**src/hw/rtc_cfg.svh**
```systemverilog
// constants for the clock-and-calendar control and calibration block
`ifndef RTC_CFG_SVH
`define RTC_CFG_SVH

// ************************************************************
// register offsets (byte addresses on the plain register port)
// ************************************************************
`define RTC_ADDR_W 8
`define RTC_CTRL_OFS 8'h00
`define RTC_TIME_OFS 8'h04

// ************************************************************
// control register field positions
// ************************************************************
`define RTC_CAL_MSB 25
`define RTC_CAL_LSB 16
`define RTC_ON_BIT 15
`define RTC_STOP_IN_IDLE_BIT 13
`define RTC_SEL_BIT 7
`define RTC_RUN_BIT 6
`define RTC_WREN_BIT 3
`define RTC_SYNC_BIT 2
`define RTC_HALF_BIT 1
`define RTC_OE_BIT 0

// seconds fields inside the time value register
`define RTC_SEC_MSB 14
`define RTC_SEC_LSB 8

// ************************************************************
// reset values
// ************************************************************
`define RTC_CTRL_RST 32'h0000_0000
`define RTC_CAL_RST 10'h000

// ************************************************************
// timing
// ************************************************************
`define RTC_XTAL_HZ 32768
`define RTC_SEC_PER_MIN 60
`define RTC_SYNC_WINDOW 32
`define RTC_CLK_PERIOD_NS 50
`define RTC_XTAL_TIMEOUT_NS 100000
`define RTC_XTAL_TIMEOUT_CYC (`RTC_XTAL_TIMEOUT_NS / `RTC_CLK_PERIOD_NS)

`endif

```
**src/hw/rtc_pkg.sv**
```systemverilog
// types shared by the clock-and-calendar control block and its time base
package rtc_pkg;

  // software-visible control fields
  typedef struct packed {
    logic [9:0] cal;
    logic on;
    logic stop_in_idle;
    logic sel;
    logic wren;
    logic oe;
  } rtc_ctrl_s;

  // state reported by the time base
  typedef struct packed {
    logic running;
    logic sync;
    logic half;
    logic sec_clk;
  } rtc_stat_s;

  // calibration sequencer, gray coded
  typedef enum logic [1:0] {
    CAL_IDLE = 2'b00,
    CAL_ADD = 2'b01,
    CAL_DROP = 2'b11
  } cal_state_e;

endpackage

```
**src/hw/rtc_control_calibration.sv**
```systemverilog
// control register, calibration and output pin logic of the clock-and-calendar unit
//
// Function
// RULE_01: control bits 25:16 hold a signed ten-bit drift calibration value.
// RULE_02: positive value adds that many time-base pulses once per minute.
// RULE_03: negative value removes its magnitude in pulses once per minute.
// RULE_04: enable flag bit 15 turns the clock-and-calendar unit on or off.
// RULE_05: enable flag writes are ignored unless the value write enable reads one.
// RULE_06: stop-in-idle bit 13 cuts the bus clock to the unit during idle.
// RULE_07: select bit 7 routes seconds clock when one, alarm pulse when zero.
// RULE_08: pin carries the selected signal only while output enable bit 0 is one.
// RULE_09: read-only bit 6 shows whether the time-base clock is running.
// RULE_10: write enable bit 3 unlocks the time and date value registers.
// RULE_11: write enable can be set only while the unlock sequence is enabled.
// RULE_12: read-only bit 2 flags the rollover window where reads may be torn.
// RULE_13: software reads twice during that window and keeps matching results.
// RULE_14: read-only bit 1 is one in the second half of each second.
// RULE_15: writing the seconds fields clears the half-second flag.
// RULE_16: software avoids access right after clearing the enable flag at 1:1 divisor.
// RULE_17: unimplemented control bits read as zero.
// RULE_18: calibration and counters run from the 32.768 kHz crystal time base.
// RULE_19: reset clears every control field: disabled, uncalibrated, output off.
//
// Implementation choices: the strobed register port and the register offsets.
`include "rtc_cfg.svh"

module rtc_control_calibration #(
  parameter int ADDR_W = `RTC_ADDR_W
) (
  // clock and reset
  input wire logic i_clk,
  input wire logic i_rst_n,
  // register port
  input wire logic [ADDR_W-1:0] i_addr,
  input wire logic [31:0] i_wdata,
  input wire logic i_wr,
  input wire logic i_rd,
  output logic [31:0] o_rdata,
  // system inputs
  input wire logic i_xtal_tick,
  input wire logic i_unlock,
  input wire logic i_idle,
  input wire logic i_alarm_pulse,
  // towards the counters and the rest of the unit
  output logic o_unit_enable,
  output logic o_bus_clk_enable,
  output logic o_corr_tick,
  output logic o_minute,
  output logic o_time_wr,
  output logic [31:0] o_time_wdata,
  // output pin
  output logic o_rtc_pin
);

  rtc_pkg::rtc_ctrl_s ctrl_q;
  rtc_pkg::rtc_stat_s stat;
  logic [31:0] rdata_q;
  logic [31:0] ctrl_word;
  logic ctrl_wr;
  logic time_wr;
  logic sec_clear;
  logic pin_q;
  logic time_wr_q;
  logic [31:0] time_wdata_q;

  // ************************************************************
  // address decode
  // ************************************************************
  assign ctrl_wr = i_wr && i_addr == ADDR_W'(`RTC_CTRL_OFS);
  assign time_wr = i_wr && i_addr == ADDR_W'(`RTC_TIME_OFS);
  // a locked time write never reaches the counters, so it leaves the phase alone
  assign sec_clear = time_wr && ctrl_q.wren; // [RULE_15]

  // ************************************************************
  // control register, one process per field group
  // ************************************************************
  always_ff @(posedge i_clk or negedge i_rst_n)
  begin
    if (!i_rst_n)
      ctrl_q.cal <= `RTC_CAL_RST; // [RULE_19]
    else if (ctrl_wr)
      ctrl_q.cal <= i_wdata[`RTC_CAL_MSB:`RTC_CAL_LSB]; // [RULE_01]
  end

  // enable is guarded by the write enable as it stands before this write
  always_ff @(posedge i_clk or negedge i_rst_n)
  begin
    if (!i_rst_n)
      ctrl_q.on <= 1'b0; // [RULE_19]
    else if (ctrl_wr && ctrl_q.wren)
      ctrl_q.on <= i_wdata[`RTC_ON_BIT]; // [RULE_05]
  end

  always_ff @(posedge i_clk or negedge i_rst_n)
  begin
    if (!i_rst_n)
    begin
      ctrl_q.stop_in_idle <= 1'b0; // [RULE_19]
      ctrl_q.sel <= 1'b0;
      ctrl_q.oe <= 1'b0;
    end
    else if (ctrl_wr)
    begin
      ctrl_q.stop_in_idle <= i_wdata[`RTC_STOP_IN_IDLE_BIT];
      ctrl_q.sel <= i_wdata[`RTC_SEL_BIT];
      ctrl_q.oe <= i_wdata[`RTC_OE_BIT];
    end
  end

  // clearing is always allowed; setting needs the unlock sequence
  always_ff @(posedge i_clk or negedge i_rst_n)
  begin
    if (!i_rst_n)
      ctrl_q.wren <= 1'b0; // [RULE_19]
    else if (ctrl_wr && (!i_wdata[`RTC_WREN_BIT] || i_unlock))
      ctrl_q.wren <= i_wdata[`RTC_WREN_BIT]; // [RULE_11]
  end

  // ************************************************************
  // read path
  // ************************************************************
  always_comb
  begin
    ctrl_word = '0; // [RULE_17]
    ctrl_word[`RTC_CAL_MSB:`RTC_CAL_LSB] = ctrl_q.cal;
    ctrl_word[`RTC_ON_BIT] = ctrl_q.on;
    ctrl_word[`RTC_STOP_IN_IDLE_BIT] = ctrl_q.stop_in_idle;
    ctrl_word[`RTC_SEL_BIT] = ctrl_q.sel;
    ctrl_word[`RTC_RUN_BIT] = stat.running; // [RULE_09]
    ctrl_word[`RTC_WREN_BIT] = ctrl_q.wren;
    ctrl_word[`RTC_SYNC_BIT] = stat.sync; // [RULE_12]
    ctrl_word[`RTC_HALF_BIT] = stat.half; // [RULE_14]
    ctrl_word[`RTC_OE_BIT] = ctrl_q.oe;
  end

  // data stand for the one cycle after the read strobe only; unmapped reads give zero
  always_ff @(posedge i_clk or negedge i_rst_n)
  begin
    if (!i_rst_n)
      rdata_q <= '0;
    else if (i_rd && i_addr == ADDR_W'(`RTC_CTRL_OFS))
      rdata_q <= ctrl_word;
    else
      rdata_q <= '0;
  end

  assign o_rdata = rdata_q;

  // ************************************************************
  // time value write gating
  // ************************************************************
  always_ff @(posedge i_clk or negedge i_rst_n)
  begin
    if (!i_rst_n)
    begin
      time_wr_q <= 1'b0;
      time_wdata_q <= '0;
    end
    else
    begin
      time_wr_q <= time_wr && ctrl_q.wren; // [RULE_10]
      if (time_wr && ctrl_q.wren)
        time_wdata_q <= i_wdata;
    end
  end

  assign o_time_wr = time_wr_q;
  assign o_time_wdata = time_wdata_q;

  // ************************************************************
  // time base
  // ************************************************************
  rtc_timebase u_timebase (
    .i_clk(i_clk),
    .i_rst_n(i_rst_n),
    .i_enable(ctrl_q.on),
    .i_cal(ctrl_q.cal),
    .i_sec_clear(sec_clear),
    .i_tick(i_xtal_tick),
    .o_corr_tick(o_corr_tick),
    .o_minute(o_minute),
    .o_stat(stat)
  );

  // ************************************************************
  // unit enable, idle gating and output pin
  // ************************************************************
  assign o_unit_enable = ctrl_q.on; // [RULE_04]
  // the crystal side keeps counting; only the bus-side clock is cut
  assign o_bus_clk_enable = !(i_idle && ctrl_q.stop_in_idle); // [RULE_06]

  always_ff @(posedge i_clk or negedge i_rst_n)
  begin
    if (!i_rst_n)
      pin_q <= 1'b0;
    else if (!ctrl_q.oe)
      pin_q <= 1'b0; // [RULE_08]
    else
      pin_q <= ctrl_q.sel ? stat.sec_clk : i_alarm_pulse; // [RULE_07]
  end

  assign o_rtc_pin = pin_q;
endmodule

```
**src/hw/rtc_timebase.sv**
```systemverilog
// corrected time base: drift calibration, half-second and rollover flags
`include "rtc_cfg.svh"

module rtc_timebase #(
  parameter int TICKS_PER_SEC = `RTC_XTAL_HZ,
  parameter int SEC_PER_MIN = `RTC_SEC_PER_MIN,
  parameter int SYNC_WINDOW = `RTC_SYNC_WINDOW,
  parameter int TIMEOUT_CYC = `RTC_XTAL_TIMEOUT_CYC
) (
  // clock and reset
  input wire logic i_clk,
  input wire logic i_rst_n,
  // control
  input wire logic i_enable,
  input wire logic [9:0] i_cal,
  input wire logic i_sec_clear,
  // crystal tick, one cycle per crystal period
  input wire logic i_tick,
  // results
  output logic o_corr_tick,
  output logic o_minute,
  output rtc_pkg::rtc_stat_s o_stat
);

  localparam int SUB_W = $clog2(TICKS_PER_SEC);
  localparam int SEC_W = $clog2(SEC_PER_MIN);
  localparam int TO_W = $clog2(TIMEOUT_CYC + 1);
  localparam logic [SUB_W-1:0] SUB_MAX = SUB_W'(TICKS_PER_SEC - 1);
  localparam logic [SUB_W-1:0] SYNC_FROM = SUB_W'(TICKS_PER_SEC - SYNC_WINDOW);
  localparam logic [SEC_W-1:0] SEC_MAX = SEC_W'(SEC_PER_MIN - 1);
  localparam logic [TO_W-1:0] TO_MAX = TO_W'(TIMEOUT_CYC);

  logic [SUB_W-1:0] sub_q;
  logic [SEC_W-1:0] sec_q;
  logic [9:0] cnt_q;
  logic [TO_W-1:0] idle_q;
  rtc_pkg::cal_state_e st_q;
  logic sub_wrap;

  // ************************************************************
  // corrected tick: extra pulses fill gaps, dropped ones are swallowed
  // ************************************************************
  assign o_corr_tick = i_enable && ((i_tick && st_q != rtc_pkg::CAL_DROP) ||
                                    (!i_tick && st_q == rtc_pkg::CAL_ADD)); // [RULE_18]
  assign sub_wrap = o_corr_tick && sub_q == SUB_MAX;
  assign o_minute = sub_wrap && sec_q == SEC_MAX;

  // sub-second count; a seconds write restarts the second
  always_ff @(posedge i_clk or negedge i_rst_n)
  begin
    if (!i_rst_n)
      sub_q <= '0;
    else if (i_sec_clear)
      sub_q <= '0; // [RULE_15]
    else if (o_corr_tick)
      sub_q <= sub_q + SUB_W'(1);
  end

  always_ff @(posedge i_clk or negedge i_rst_n)
  begin
    if (!i_rst_n)
      sec_q <= '0;
    else if (sub_wrap)
      sec_q <= (sec_q == SEC_MAX) ? '0 : sec_q + SEC_W'(1);
  end

  // ************************************************************
  // calibration sequencer, loaded once a minute
  // ************************************************************
  always_ff @(posedge i_clk or negedge i_rst_n)
  begin
    if (!i_rst_n)
    begin
      st_q <= rtc_pkg::CAL_IDLE;
      cnt_q <= '0;
    end
    else if (o_minute && $signed(i_cal) > 0)
    begin
      st_q <= rtc_pkg::CAL_ADD; // [RULE_02]
      cnt_q <= i_cal;
    end
    else if (o_minute && $signed(i_cal) < 0)
    begin
      st_q <= rtc_pkg::CAL_DROP; // [RULE_03]
      cnt_q <= 10'(-i_cal);
    end
    else
    begin
      unique case (st_q)
        rtc_pkg::CAL_IDLE: ;
        rtc_pkg::CAL_ADD:
          if (i_enable && !i_tick)
          begin
            cnt_q <= cnt_q - 10'h001;
            if (cnt_q == 10'h001)
              st_q <= rtc_pkg::CAL_IDLE;
          end
        rtc_pkg::CAL_DROP:
          if (i_enable && i_tick)
          begin
            cnt_q <= cnt_q - 10'h001;
            if (cnt_q == 10'h001)
              st_q <= rtc_pkg::CAL_IDLE;
          end
        default: st_q <= rtc_pkg::CAL_IDLE;
      endcase
    end
  end

  // crystal presence: a few missed periods mean the clock has stopped
  always_ff @(posedge i_clk or negedge i_rst_n)
  begin
    if (!i_rst_n)
      idle_q <= TO_MAX;
    else if (i_tick)
      idle_q <= '0;
    else if (idle_q != TO_MAX)
      idle_q <= idle_q + TO_W'(1);
  end

  assign o_stat.running = idle_q != TO_MAX; // [RULE_09]
  assign o_stat.half = sub_q[SUB_W-1]; // [RULE_14]
  assign o_stat.sync = i_enable && sub_q >= SYNC_FROM; // [RULE_12]
  assign o_stat.sec_clk = sub_q[SUB_W-1];
endmodule

```
**config.mk**
```make
export PLATFORM = sky130hd
export DESIGN_NAME = rtc_control_calibration
export DESIGN_NICKNAME = d
export VERILOG_FILES = /design/src/hw/rtc_pkg.sv /design/src/hw/rtc_control_calibration.sv /design/src/hw/rtc_timebase.sv
export VERILOG_INCLUDE_DIRS = /design/src /design/src/hw
export SDC_FILE = /design/constraint.sdc
export NUM_CORES = 1
export LEC_CHECK = 0
export ABC_AREA = 1
export BUFFER_PORTS_ARGS = -buffer_cell sky130_fd_sc_hd__buf_2
export CORE_UTILIZATION = 50
export CTS_CLUSTER_DIAMETER = 30
export DETAILED_ROUTE_END_ITERATION = 10
export HOLD_SLACK_MARGIN = 0.03
export PLACE_DENSITY = 0.72
export SLEW_MARGIN = 25
export SYNTH_ARGS = -nofsm -noshare
export SYNTH_HDL_FRONTEND = slang
export SYNTH_SLANG_ARGS = --single-unit
```
**constraint.sdc**
```tcl
create_clock -name i_clk -period 1.9 [get_ports i_clk]
set_input_delay 0.38 -clock i_clk [delete_from_list [all_inputs] [get_ports i_clk]]
set_output_delay 0.38 -clock i_clk [all_outputs]
set_load 0.01 [all_outputs]
```
## After elaboration in Yosys (flattened, before gate mapping)

Cells that the tools add are included.

| operators by class | value |
|---|---|
| $add $sub $neg | 5 |
| magnitude comparators | 3 |
| reduce and logical (&&, ||, !) cells | 29 |
| mux-type cells | 19 |
| equality and inequality tests | 11 |

Operator list:

| cell | number |
|---|---|
| 2-to-1 mux 10 bit | 4 |
| 2-to-1 mux 15 bit | 2 |
| 2-to-1 mux 26 bit | 1 |
| 2-to-1 mux 11 bit | 2 |
| one-hot mux 10 bit (2 select lines) | 1 |
| logical AND 1 bit | 17 |
| adder 15 x 1 -> 15 bit (second input constant) | 1 |
| == test 15 bit (second input constant) | 1 |
| >= comparator 15 bit (second input constant) | 1 |
| adder 11 x 1 -> 11 bit (second input constant) | 1 |
| inequality test 11 bit (second input constant) | 1 |
| == test 10 x 1 -> 1 bit (second input constant) | 1 |
| > comparator 10 x 1 -> 1 bit (second input constant) | 1 |
| less-than comparator 10 x 1 -> 1 bit (second input constant) | 1 |
| 2-to-1 mux 2 bit | 5 |
| negator 10 bit | 1 |
| subtractor 10 x 1 -> 10 bit (second input constant) | 1 |
| == test 8 x 3 -> 1 bit (second input constant) | 1 |
| zero test 8 bit | 1 |
| adder 6 x 1 -> 6 bit (second input constant) | 1 |
| == test 6 bit (second input constant) | 1 |
| 2-to-1 mux 6 bit | 1 |
| one-hot mux 2 bit (3 select lines) | 1 |
| AND reduction 3 bit | 2 |
| 12 further kinds | 17 |

| word-level totals | value |
|---|---|
| bits in registers | 125 |
| output and inout bits | 70 |
| logic and storage cells | 82 |

## Longest topological paths before layout

Gate-level depths: netlist of run 1.

| depth | value |
|---|---|
| word-level depth | 9 |
| depth in mapped cells | 12 |

## Modules after synthesis

Synthesis of run 1 repeated with hierarchy kept, for this count alone.

| unflattened totals | value |
|---|---|
| cells, all modules | 705 |
| area, all modules | 5733.0 um^2 |

By module, submodules not included:

| module | sequential area each (um^2) | area an instance (um^2) | cells an instance | times used |
|---|---|---|---|---|
| rtc_timebase | 1108.6 | 2955.3 | 406 | 1 |
| rtc_control_calibration | 1676.6 | 2777.7 | 299 | 1 |

## Worst setup path after synthesis of run 1

OpenSTA, ideal clock, no wires.

| timing path | value |
|---|---|
| path type | flip-flop to flip-flop |
| from | register ctrl_q[5] (netlist bit) |
| to | register u_timebase.cnt_q[2] |
| setup time | 0.065 ns |
| path buffers | 0 |
| cell stages (with the launch flop) | 13 |
| arrival time | 1.562 ns |
| setup slack | 0.273 ns |
| required time | 1.835 ns |
| path through | dfrtp_1 -> inv_1 -> ha_1 -> nand2_1 -> nor2_1 -> nand2_1 -> nand2_2 -> inv_2 -> nand2_4 -> nand3b_4 -> inv_4 -> nand2_1 -> nand2_1 |

| on the way | value |
|---|---|
| cells in the longest elaborated chain, start to end | 4 |

Ends and longest elaborated chain:

| what | RTL line | RTL |
|---|---|---|
| start: declaration | rtc_control_calibration.sv:55 | `rtc_pkg::rtc_ctrl_s ctrl_q;` |
| less-than comparator 10 x 1 -> 1 bit / > comparator 10 x 1 -> 1 bit (equally long branches) | rtc_timebase.sv:82, rtc_timebase.sv:77 |  |
| logical AND 1 bit (on tied branches) | rtc_timebase.sv:82, rtc_timebase.sv:77 |  |
| inequality test 4 bit (no line), or another cell as far along | -- |  |
| AND reduction 3 bit (no line) / 2-to-1 mux 10 bit (equally long branches) | -- |  |
| end signal: assignment | rtc_timebase.sv:80 | `cnt_q <= i_cal;` |
| end signal: assignment | rtc_timebase.sv:85 | `cnt_q <= 10'(-i_cal);` |
| end signal: assignment | rtc_timebase.sv:94 | `cnt_q <= cnt_q - 10'h001;` |
| end: declaration | rtc_timebase.sv:35 | `logic [9:0] cnt_q;` |

Several ways; a longest one is shown, not always the timed one.
A chain may end at the register's enable or synchronous reset.

## Final worst setup path of run 1

| timing path | value |
|---|---|
| from | register u_timebase.sub_q[8] |
| to | output o_minute |

| on the way | value |
|---|---|
| cells in the longest elaborated chain, start to end | 3 |

Ends and longest elaborated chain:

| what | RTL line | RTL |
|---|---|---|
| start: declaration | rtc_timebase.sv:33 | `logic [SUB_W-1:0] sub_q;` |
| start signal: assignment | rtc_timebase.sv:56 | `sub_q <= sub_q + SUB_W'(1);` |
| == test 15 bit | rtc_timebase.sv:45 | `assign sub_wrap = o_corr_tick && sub_q == SUB_MAX;` |
| logical AND 1 bit | rtc_timebase.sv:45 |  |
| logical AND 1 bit | rtc_timebase.sv:46 | `assign o_minute = sub_wrap && sec_q == SEC_MAX;` |
| end: declaration | rtc_control_calibration.sv:48 | `output logic o_minute,` |

Every way passes these cells.

==> qor_table.md, run 1 <==
| Quantity | Value |
|---|---|
| Worst R2R Path Depth | 12 |
| Mean post-synth cell area | 8.13 sq um |
| Launching point of the worst reg2reg path | u_timebase.sub_q[0]$_DFFE_PN0P_ |
| Slew Limit Fails | 0 |
| Top Family by Delay on Critical Path | simple AND/OR/NAND/NOR gates |
| Dominant cell type by area after synthesis | dfrtp_1 |
| Leakage power summed over all cells | 3.62 nW |
| Relative area change from synthesis to final layout | 19.4% |
| Violations in the final reports | negative setup slack |
| Worst Setup End Kind | output port |
| Antenna diode count | 0 |
| Flop and latch count out of synthesis | 111 |
| Detailed router's first-iteration violation count | 231 |
| Vias in the first global route | 4467 |
| Source-to-sink clock delay at the later pin of the worst-skew pair | 380 ps |
| Number of buffers created by CTS | 9 |
| Total power divided by cell area | 734 mW/mm^2 |
| Switching Fraction | 29.8% |
| DPL Wire Length | 9.10 mm |
| Maximum frequency from static timing analysis | 515 MHz |
| Total number of vias | 4681 |
| Kind of start point of the critical path | register |
| Worst path slowest cell | dfrtp_1 |
| Netlist Area Pre-Place | 0.00546 sq mm |
| Setup violations, final | 1 |
| Biggest area contributors in the synthesized netlist | dfrtp_1 (48%), nand2_1 (15%), inv_1 (4.7%) |
| Switching power total | 1.42 mW |
| Capture instance of the worst register-to-register path | u_timebase.cnt_q[2]$_DFFE_PN0P_ |
| Min-Delay Endpoint | o_time_wdata[9]$_DFFE_PN0P_ |
| Worst path buffer plus inverter count | 2 |
| Worst setup skew after layout | 13.2 ps |
| Count of pins on the block boundary | 118 |
| YS warnings | 0 |
| Num rows | 37 |
| Net total in the final layout | 853 |
| Pwr Total | 4.78 mW |
| Data required time at the worst endpoint | 1520 ps |
| HP Start | i_wdata[9] |
| Worst setup timing slack at the placement stage | 110 ps |
| Global placer's final weighted congestion | 0.861 |
| Clock network power share | 28.8% |
| Global route total overflow | 0 |
| Number of design rule violations left after detail routing | 0 |
| WL per Instance | 13.2 um |
| Final WS setup | -41.7 ps |
| CTS H-tree lvls | 3 |
| Share of synthesized area occupied by flip-flops and latches | 51.0% |
| Critical Path Max Stage Delay | 420 ps |
| Core area | 0.0105 sq mm |
| Classification of the worst setup path | reg2out |
| Routed WL | 12.4 mm |
| Area of the die | 0.0113 sq mm |
| Detailed-route vias per instance | 5.00 |
| Register Area | 0.00279 sq mm |
| Antenna violations before repair | 0 |
| Max rail drop VDD | 459 uV |
| Slack of the worst reg-to-reg path | 70 ps |
| Root Driver | clkbuf_8 |
| Global-route wire length before repair | 20.5 mm |
| Final cell area excluding filler cells | 0.00652 sq mm |
| Maximum number of pins on one net before global-route repair | 52 |
| Critical-path cell list | nand2_2 > nor2_4 > nand3_4 > inv_2 > nand2_4 > nor2_8 > buf_6 |
| Num Clock Sinks | 111 |
| Final hold viol count | 0 |
| Clock transition at the register clock pins on the worst setup and hold paths after CTS | 110 ps |
| Flop pwr share | 55.1% |
| DIE WIDTH | 106 um |
| Path category of the worst min-delay check | in2reg |
| Total of buffers placed on input and output ports | 103 |
| Internal power consumption | 3.36 mW |
| Final worst-path cycle share | 102% |
| Minimum period implied by the final worst setup slack | 1940 ps |
| Number of distinct library cell variants in the gate-level netlist after synthesis | 38 |
| Die Y-Extent | 106 um |
| Crit path arrival time | 1560 ps |
| Combinational group share of total power | 16.1% |
| Clk buf depth | 2 |
| Worst hold slack after final layout | 181 ps |
| Layout filler cell count | 923 |
| Largest fanout of any net on the critical path | 4 |
| Global-route usage over all layers | 23.0% |
| Cell area after placement | 0.00617 sq mm |
| Status | complete, but fails checks |
| Unrepaired setup endpoints after global routing | yes |
| Footprint of the multi-input gates | 0.00232 sq mm |
| Starting density of the core | 52.2% |
| CTS tree | yes |
| Post-DRT Antenna Nets | 0 |
| Number of cells on the worst hold path | 3 |
| Count of TritonRoute iterations in the first routing pass | 5 |
| Layout cells sized above 1 | 23.5% |
| Total negative slack for setup checks | -41.7 ps |
| Share of Yosys cell area claimed by the top area cell type | 48.1% |
| Gate count after technology mapping | 671 |
| Number of max-cap violations | 0 |
## final cells by class
type / count / share of cell area [%]
clock inverters: 5 / 0.710
inverters: 73 / 4.24
clock buffers: 10 / 2.11
well taps: 136 / 2.61
repair buffers: 130 / 12.0
multi-input cells: 472 / 35.6
flip-flops and latches: 111 / 42.7
## cell families after synthesis
logic type      synth area share, %
flops                          51.0
simple gates                   30.4
compound gates                 6.60
other cells                  0.0687
fa+ha+maj                      1.83
buf+inv                        8.51
xor+xnor                       1.60
## routing by layer
metal / wire, um / up-vias / GRT usage [%]
li1: - / 2348 / -
met1: 5570 / 2170 / 30.1
met3: 833 / 18 / 6.62
met2: 5820 / 145 / 37.3
met5: 0 / - / 0
met4: 182 / 0 / 6.16
## repair_timing
item,4_1_cts,5_1_grt
endpoints found under the hold margin,14,0
endpoints found under the setup margin,1,14
pin swaps,5,7
hold buffers,1,0
buffers inserted,7,5
cloned,0,2
gates resized for setup,6,11
## cell usage after synthesis (all sizes together)
master	n
a31oi	2
xor2	9
o211ai	1
nor3b	3
or2	2
ha	8
nand4	15
and3	1
clkinv	1
o21ai	36
conb	1
a21oi	24
dfstp	6
buf	23
a22oi	1
clkbuf	7
nand2	221
xnor2	1
nand3	43
inv	72
o21bai	2
nor3	13
o221ai	2
nand3b	1
nor4	2
dfrtp	105
nor2	69
## power groups by stage
stage	Combinational, mW	Clock (mW)	Sequential (mW)
after floorplan	0.416	0	2.67
final	0.770	1.38	2.64
after global placement	0.638	0	2.67
after global routing	0.863	1.49	2.66
after CTS	0.747	1.40	2.63
after detailed placement	0.654	0	2.67
## registers in the layout, summed over array words and instances (netlist names), 2 cells and up
name               flops
o_time_wdata          32
o_rdata               18
u_timebase.sub_q      15
ctrl_q                14
u_timebase.idle_q     11
u_timebase.cnt_q      10
u_timebase.sec_q       6
u_timebase.st_q        2
## per-stage QoR
step	cells	util [%]
4_1_cts	931	61.5
3_5_place_dp	908	59.0
3_3_place_gp	908	59.0
6_report	937	62.3
2_1_floorplan	684	-
5_1_grt	937	62.3
## how the worst max path moves through the flow
stage	cells past startpoint	slack (ps)	startpoint	to
floorplan	12	270	ctrl_q[5]$_DFFE_PN0P_	u_timebase.cnt_q[2]$_DFFE_PN0P_
global placement	12	160	ctrl_q[6]$_DFFE_PN0P_	u_timebase.cnt_q[9]$_DFFE_PN0P_
detailed placement	12	110	ctrl_q[6]$_DFFE_PN0P_	u_timebase.cnt_q[3]$_DFFE_PN0P_
CTS	8	-80	u_timebase.sub_q[1]$_DFFE_PN0P_	o_minute
global route	7	-150	u_timebase.st_q[0]$_DFFE_PN0P_	o_minute
finish	7	-40	u_timebase.sub_q[8]$_DFFE_PN0P_	o_minute
## cell usage in the layout, fill, tap and decap left out, drive strengths merged
cell type	n
a21oi	24
a22oi	1
a31oi	2
and3	1
buf	129
clkbuf	10
clkinv	2
conb	14
dfrtp	105
dfstp	6
dlygate4sd3	1
ha	8
inv	76
nand2	221
nand3	44
nand3b	2
nand4	15
nor2	69
nor3	13
nor3b	3
nor4	2
o211ai	1
o21ai	36
o21bai	2
o221ai	2
or2	2
xnor2	1
xor2	9
## worst reg2reg max path: stages, from the launching register on
cell and delay, ps:
dfrtp_1 370, ha_2 200, buf_4 120, nand3_1 80, nor2_2 140, nand2_4 80
nor2_8 170, buf_4 190, nand4_1 80, nand3_1 90, nand2_1 70, nand2_1 100
nand2_1 60
No activity file was read; power rests on OpenSTA's default activity.
==> inputs of run 2 (changes only) <==
Settings changed: REMOVE_ABC_BUFFERS from default to 1, SYNTH_HIERARCHICAL from default to 1.
==> run 2 against run 1 <==
Against the previous run: cell count increased by 4.6%; clock-buffer cell count decreased by 1; the run still ends with negative setup slack left; worst setup slack improved by 36 ps; worst hold slack improved by 64 ps.
==> qor_table.md, run 2 <==
| Quantity | Value |
|---|---|
| Status | complete, but fails checks |
| Violations in the final reports | negative setup slack |
| DIE WIDTH | 109 um |
| Global-route usage over all layers | 24.8% |
| Final hold viol count | 0 |
| Global-route wire length before repair | 22.8 mm |
| Largest fanout of any net on the critical path | 2 |
| Relative area change from synthesis to final layout | 20.7% |
| Global placer's final weighted congestion | 0.834 |
| YS warnings | 6 |
| Biggest area contributors in the synthesized netlist | dfrtp_1 (46%), nand2_1 (12%), nor2_1 (5.5%) |
| Cell area after placement | 0.00642 sq mm |
| Total power divided by cell area | 677 mW/mm^2 |
| Number of max-cap violations | 0 |
| Synth Flop Type | dfrtp_1 |
| Max rail drop VDD | 613 uV |
| Num rows | 38 |
| Slew Limit Fails | 0 |
| CTS tree | yes |
| Vias in the first global route | 4917 |
| Total number of vias | 5047 |
| Kind of start point of the critical path | register |
| Routed WL | 13.5 mm |
| Number of buffers created by CTS | 9 |
| Share of synthesized area occupied by flip-flops and latches | 48.6% |
| Global route total overflow | 0 |
| Layout filler cell count | 949 |
| Leakage power summed over all cells | 3.87 nW |
| Final WS setup | -5.39 ps |
| Worst Setup End Kind | output port |
| Most frequent cell after synthesis | nand2_1 |
| Setup violations, final | 1 |
| Num Clock Sinks | 111 |
| Post-DRT Antenna Nets | 0 |
| Maximum number of pins on one net before global-route repair | 43 |
| Crit path arrival time | 1530 ps |
| Flop and latch count out of synthesis | 111 |
| Source-to-sink clock delay at the later pin of the worst-skew pair | 360 ps |
| Root Driver | clkbuf_16 |
| Layout cells sized above 1 | 24.4% |
| Final worst-path cycle share | 100% |
| DPL Wire Length | 9.77 mm |
| Worst setup skew after layout | 8.84 ps |
| Antenna violations before repair | 0 |
| Leading cell types in the layout, fill and taps excluded | nand2_1 (190), dfrtp_1 (103), buf_2 (101) |
| EDFF count, synth | 0 |
| Clock transition at the register clock pins on the worst setup and hold paths after CTS | 70 ps |
| Final standard cell utilization of the core | 63.0% |
| Classification of the worst setup path | reg2out |
| Gate count after technology mapping | 705 |
| Antenna diode count | 0 |
| Netlist Area Pre-Place | 0.00573 sq mm |
| Mean post-synth cell area | 8.13 sq um |
| CTS H-tree lvls | 3 |
| Path category of the worst min-delay check | in2reg |
| Minimum period implied by the final worst setup slack | 1910 ps |
| List of most frequent post-synthesis cells | nand2_1 (190), dfrtp_1 (105), nor2_1 (84), inv_1 (74), nand3_1 (49) |
| Clk buf depth | 2 |
| WL per Instance | 13.8 um |
| Core area | 0.0110 sq mm |
| Unrepaired setup endpoints after global routing | yes |
| Maximum frequency from static timing analysis | 525 MHz |
| Count of pins on the block boundary | 118 |
| Number of distinct library cell variants in the gate-level netlist after synthesis | 42 |
| Number of design rule violations left after detail routing | 0 |
| Worst hold slack after final layout | 245 ps |
| Data required time at the worst endpoint | 1520 ps |
| Final cell area excluding filler cells | 0.00692 sq mm |
| Die Y-Extent | 109 um |
| Total negative slack for setup checks | -5.39 ps |
| Share of Yosys cell area claimed by the top area cell type | 45.8% |
| Area of the die | 0.0119 sq mm |
| Dominant cell type by area after synthesis | dfrtp_1 |
| Net total in the final layout | 891 |
| Total of buffers placed on input and output ports | 103 |
| Detailed router's first-iteration violation count | 270 |
| Count of TritonRoute iterations in the first routing pass | 4 |
| Pwr Total | 4.69 mW |
| Post-synth ARST share | 100% |
| Most frequent standard cell in the layout excluding fill and tap cells | nand2_1 |
| Detailed-route vias per instance | 5.15 |
| Max reg flops | 32 |
| Starting density of the core | 52.2% |
## run 2: cell type report
class,instances,area (sq um),area share [%]
clock buffer,9,225,3.25
sequential,111,2790,40.3
multi-input combinational,494,2520,36.4
timing repair buffer,141,848,12.3
clock inverter,7,73.8,1.07
tap,140,175,2.53
inverter,78,293,4.23
## run 2: kinds of logic (layout without fill, tap and decap cells)
logic type                 count (synthesis)  after routing  synth area share (%)
and+or+nand+nor                          409            410                  33.2
buffers and inverters                    114            235                  9.43
DFF                                      111            111                  48.6
AOI/OAI and AO/OA                         44             44                  4.26
xor gates and xnor gates                  18             18                  2.75
adders and majority gates                  8              8                  1.75
other                                      1             14                0.0654
## run 2: power by group
| group | total (mW) | switching (mW) | internal [mW] |
|---|---|---|---|
| clock network | 1.88 | 0.948 | 0.929 |
| registers | 2.43 | 0.0356 | 2.39 |
| logic | 0.382 | 0.246 | 0.136 |
| total | 4.69 | 1.23 | 3.46 |
## run 2: critical path: stages (launching register included)
cell and delay [ps]:
dfrtp_1 360, ha_2 200, inv_2 60, nor2_4 100, nand2_4 80, nor2_8 130, nand3_4 80, inv_2 60
buf_6 90
## run 2: final timing paths
path                                                 start                                to  slack (ps)  depth (start not counted)
max                        u_timebase/sub_q[1]$_DFFE_PN0P_                          o_minute          -5                          8
min in group asynchronous                          i_rst_n  u_timebase/idle_q[5]$_DFFE_PN0P_         510                          2
max in group asynchronous                          i_rst_n   u_timebase/sub_q[8]$_DFFE_PN0P_         830                          3
min reg2reg                   o_time_wdata[26]$_DFFE_PN0P_      o_time_wdata[26]$_DFFE_PN0P_         470                          2
min                                            i_xtal_tick  u_timebase/idle_q[7]$_DFFE_PN1P_         240                          2
max reg2reg                u_timebase/sub_q[1]$_DFFE_PN0P_   u_timebase/cnt_q[3]$_DFFE_PN0P_          60                         11
## run 2: metrics by stage
step | instances | worst slack (ps)
2_1_floorplan | 682 | -1030
3_3_place_gp | 948 | 83.4
3_5_place_dp | 948 | 46.1
4_1_cts | 973 | 0.571
5_1_grt | 980 | -75.1
6_report | 980 | -5.39
## run 2: what timing repair did
item | CTS | global route
pin swaps | 5 | 3
setup endpoints to repair | 1 | 15
hold buffers | 1 | 0
gates resized for setup | 9 | 15
buffers inserted | 8 | 6
cloned | 0 | 1
hold endpoints to repair | 22 | 0
## run 2: per-layer routing
| layer | vias to the layer above | global-route usage [%] | wire (um) |
|---|---|---|---|
| met5 | - | 0 | 0 |
| met4 | 0 | 6.47 | 142 |
| met3 | 12 | 7.11 | 935 |
| met2 | 156 | 39.0 | 6320 |
| met1 | 2386 | 33.6 | 6140 |
| li1 | 2493 | - | - |
==> inputs of run 3 (changes only) <==
Settings changed: ABC_AREA 1 to default, CELL_PAD_IN_SITES_DETAIL_PLACEMENT from default to 2, CELL_PAD_IN_SITES_GLOBAL_PLACEMENT from default to 2, CORE_UTILIZATION 50 to 35, PLACE_DENSITY 0.72 to 0.78.
==> run 3 against run 2 <==
Against the previous run: the run still ends with negative setup slack left; sequential share of layout area is 0.14 points higher; register-to-register slack worse by 260 ps; cell count is 17% lower; maximum frequency is 13% lower; die area is 30% higher; clock-buffer cell count stayed put; via count is 20% lower; utilization is 16 points lower; largest power group unchanged; highest routed layer unchanged.
==> qor_table.md, run 3 <==
| Quantity | Value |
|---|---|
| Status | complete, but fails checks |
| Max reg flops | 32 |
| Post-DRT Antenna Nets | 0 |
| Pwr Total | 4.77 mW |
| Num rows | 44 |
| Post-synth ARST share | 100% |
| Origin of the worst setup path | u_timebase/sec_q[0]$_DFFE_PN0P_ |
| Min-Delay Endpoint | o_time_wdata[11]$_DFFE_PN0P_ |
| Clock transition at the register clock pins on the worst setup and hold paths after CTS | 90 ps |
| Net total in the final layout | 676 |
| Relative area change from synthesis to final layout | 31.0% |
| Crit path arrival time | 1810 ps |
| Number of cells on the worst hold path | 2 |
| Leakage power summed over all cells | 3.52 nW |
| Biggest area contributors in the synthesized netlist | dfrtp_1 (50%), mux2_2 (9.4%), xnor2_1 (3.7%) |
| Violations in the final reports | negative setup slack |
| Critical Path Max Stage Delay | 460 ps |
| EDFF count, synth | 0 |
| Synth Flop Type | dfrtp_1 |
| Worst path slowest cell | or4_4 |
| Switching power total | 1.25 mW |
| Global-route usage over all layers | 20.0% |
| Final WS setup | -286 ps |
| Final cell count without fillers | 809 |
| Flop pwr share | 50.4% |
| Share of Yosys cell area claimed by the top area cell type | 50.0% |
| Minimum period implied by the final worst setup slack | 2190 ps |
| Number of design rule violations left after detail routing | 0 |
| Worst-case headroom to the max-slew limit | 65.7% |
| Total of buffers placed on input and output ports | 103 |
| DPL Wire Length | 11.0 mm |
| Flop and latch count out of synthesis | 111 |
| List of most frequent post-synthesis cells | dfrtp_1 (105), mux2_2 (44), nor2_1 (37), and2_1 (22), xnor2_1 (22) |
| Slew Limit Fails | 0 |
| Combinational group share of total power | 8.3% |
| Unrepaired setup endpoints after global routing | yes |
| Launching point of the worst reg2reg path | u_timebase/sec_q[0]$_DFFE_PN0P_ |
| Worst R2R Path Depth | 9 |
| Clk buf depth | 2 |
| HP Start | i_wdata[11] |
| Final worst-path cycle share | 115% |
| Placed cell count | 777 |
| Number of distinct library cell variants in the gate-level netlist after synthesis | 55 |
| Layout filler cell count | 1511 |
| Kind of start point of the critical path | register |
| Most frequent cell after synthesis | dfrtp_1 |
| Gate count after technology mapping | 455 |
| Layout cells sized above 1 | 44.6% |
| Worst Setup End Kind | output port |
| Count of TritonRoute iterations in the first routing pass | 4 |
| Antenna diode count | 0 |
| Classification of the worst setup path | reg2out |
| Global placer's final weighted congestion | 0.792 |
| Global route total overflow | 0 |
| Maximum frequency from static timing analysis | 457 MHz |
| Source-to-sink clock delay at the later pin of the worst-skew pair | 360 ps |
| Detailed-route vias per instance | 4.99 |
| Largest fanout of any net on the critical path | 2 |
| DIE WIDTH | 125 um |
| Vias in the first global route | 4694 |
| Mean post-synth cell area | 11.6 sq um |
| Antenna violations before repair | 0 |
| Max rail drop VDD | 422 uV |
| YS warnings | 6 |
| Slack of the worst reg-to-reg path | -200 ps |
| Starting density of the core | 36.0% |
| Area of the die | 0.0155 sq mm |
| Clock network power share | 41.2% |
| Global-route wire length before repair | 24.6 mm |
| WL per Instance | 18.5 um |
| Share of synthesized area occupied by flip-flops and latches | 53.0% |
| Die Y-Extent | 125 um |
| Maximum number of pins on one net before global-route repair | 33 |
| Number of buffers created by CTS | 9 |
| Most frequent standard cell in the layout excluding fill and tap cells | dfrtp_1 |
| Num Clock Sinks | 111 |
| Core area | 0.0146 sq mm |
| Netlist Area Pre-Place | 0.00526 sq mm |
| Path category of the worst min-delay check | in2reg |
| Critical-path cell list | ha_2 > nand3b_1 > or4_4 > nor3_4 > buf_2 |
| Total number of vias | 4034 |
| Dominant cell type by area after synthesis | dfrtp_1 |
| Number of max-cap violations | 0 |
| Switching Fraction | 26.2% |
| CTS H-tree lvls | 3 |
| Final hold viol count | 0 |
| Data required time at the worst endpoint | 1520 ps |
| CTS tree | yes |
| Setup violations, final | 7 |
| Worst setup skew after layout | 8.67 ps |
| Count of pins on the block boundary | 118 |
| Root Driver | clkbuf_16 |
| Routed WL | 15.0 mm |
| Detailed router's first-iteration violation count | 112 |
| Capture instance of the worst register-to-register path | u_timebase/cnt_q[5]$_DFFE_PN0P_ |
| Internal power consumption | 3.52 mW |
| Worst Tran Pin Value | 510 ps |
| Leading cell types in the layout, fill and taps excluded | dfrtp_1 (105), buf_2 (102), buf_4 (64) |
| Total power divided by cell area | 692 mW/mm^2 |
[run 3: cell types whose count changed in the layout (fill, tap and decap cells not counted), sizes merged, moves of 13 or more]
cell / delta
nand3: -35
a21oi: -13
xnor2: +15
buf: +31
and2: +22
nand4: -34
nor2: -59
nand2: -181
inv: -61
mux2: +49
[run 3: cell families after synthesis]
kind of cell	count (synthesis)	synth area share (%)
DFF	111	53.0
xor gates and xnor gates	36	6.00
and+or+nand+nor	171	18.6
AOI/OAI and AO/OA	26	3.33
adders and majority gates	8	1.90
other	1	0.0713
muxes	55	11.8
buffers and inverters	47	5.40
[run 3: metrics by stage]
step | TNS (ps) | area, sq um | setup slack (ps) | hold slack [ps] | utilization, %
after floorplan | -1650 | 5080 | -227 | 84.4 | -
after global placement | -182 | 6270 | -65.9 | 361 | 43.0
after detailed placement | -873 | 6270 | -138 | 369 | 43.0
after CTS | -525 | 6730 | -350 | 225 | 46.1
after global routing | -1470 | 6890 | -351 | 228 | 47.2
final | -833 | 6890 | -286 | 241 | 47.2
[run 3: layout make-up]
class,count,area (sq um),area share [%]
clock buffers,9,225,3.27
clock inverters,7,93.8,1.36
inverters,16,60.1,0.872
multi-input cells,310,2410,35.0
flip-flops and latches,111,2790,40.4
well taps,184,230,3.34
repair buffers,172,1080,15.7
[run 3: per-layer routing]
| layer | up-vias | routed length (um) | GRT usage [%] |
|---|---|---|---|
| li1 | 1881 | - | - |
| met1 | 2051 | 6330 | 23.2 |
| met2 | 91 | 7890 | 36.5 |
| met3 | 11 | 615 | 4.90 |
| met4 | 0 | 172 | 5.46 |
| met5 | - | 0 | 0 |
[run 3: how the worst max path moves through the flow]
stage / endpoint / slack [ps]
finish: o_minute / -290
global route: o_minute / -350
detailed placement: u_timebase/cnt_q[1]$_DFFE_PN0P_ / -140
CTS: o_minute / -350
global placement: u_timebase/cnt_q[1]$_DFFE_PN0P_ / -70
floorplan: u_timebase/cnt_q[5]$_DFFE_PN0P_ / -230
[run 3: power by group through the flow]
stage	clock [mW]	combinational, mW	sequential, mW
finish	1.97	0.397	2.40
global route	2.10	0.434	2.41
CTS	2.03	0.384	2.40
detailed placement	0	0.347	2.45
global placement	0	0.329	2.45
floorplan	0	0.126	2.45
[run 3: worst max-delay path, delay by kind of cell (launching register included)]
kind	cells	cell delay, ps
simple gates	3	730
flops	1	370
fa+ha+maj	1	190
buf+inv	1	160
[run 3: timing repair]
| item | in CTS | in global routing |
|---|---|---|
| pin swaps | 7 | 4 |
| hold buffers | 1 | 0 |
| hold endpoints to repair | 27 | 0 |
| setup buffers | 7 | 8 |
| endpoints found under the setup margin | 15 | 19 |
| resized for setup | 22 | 19 |
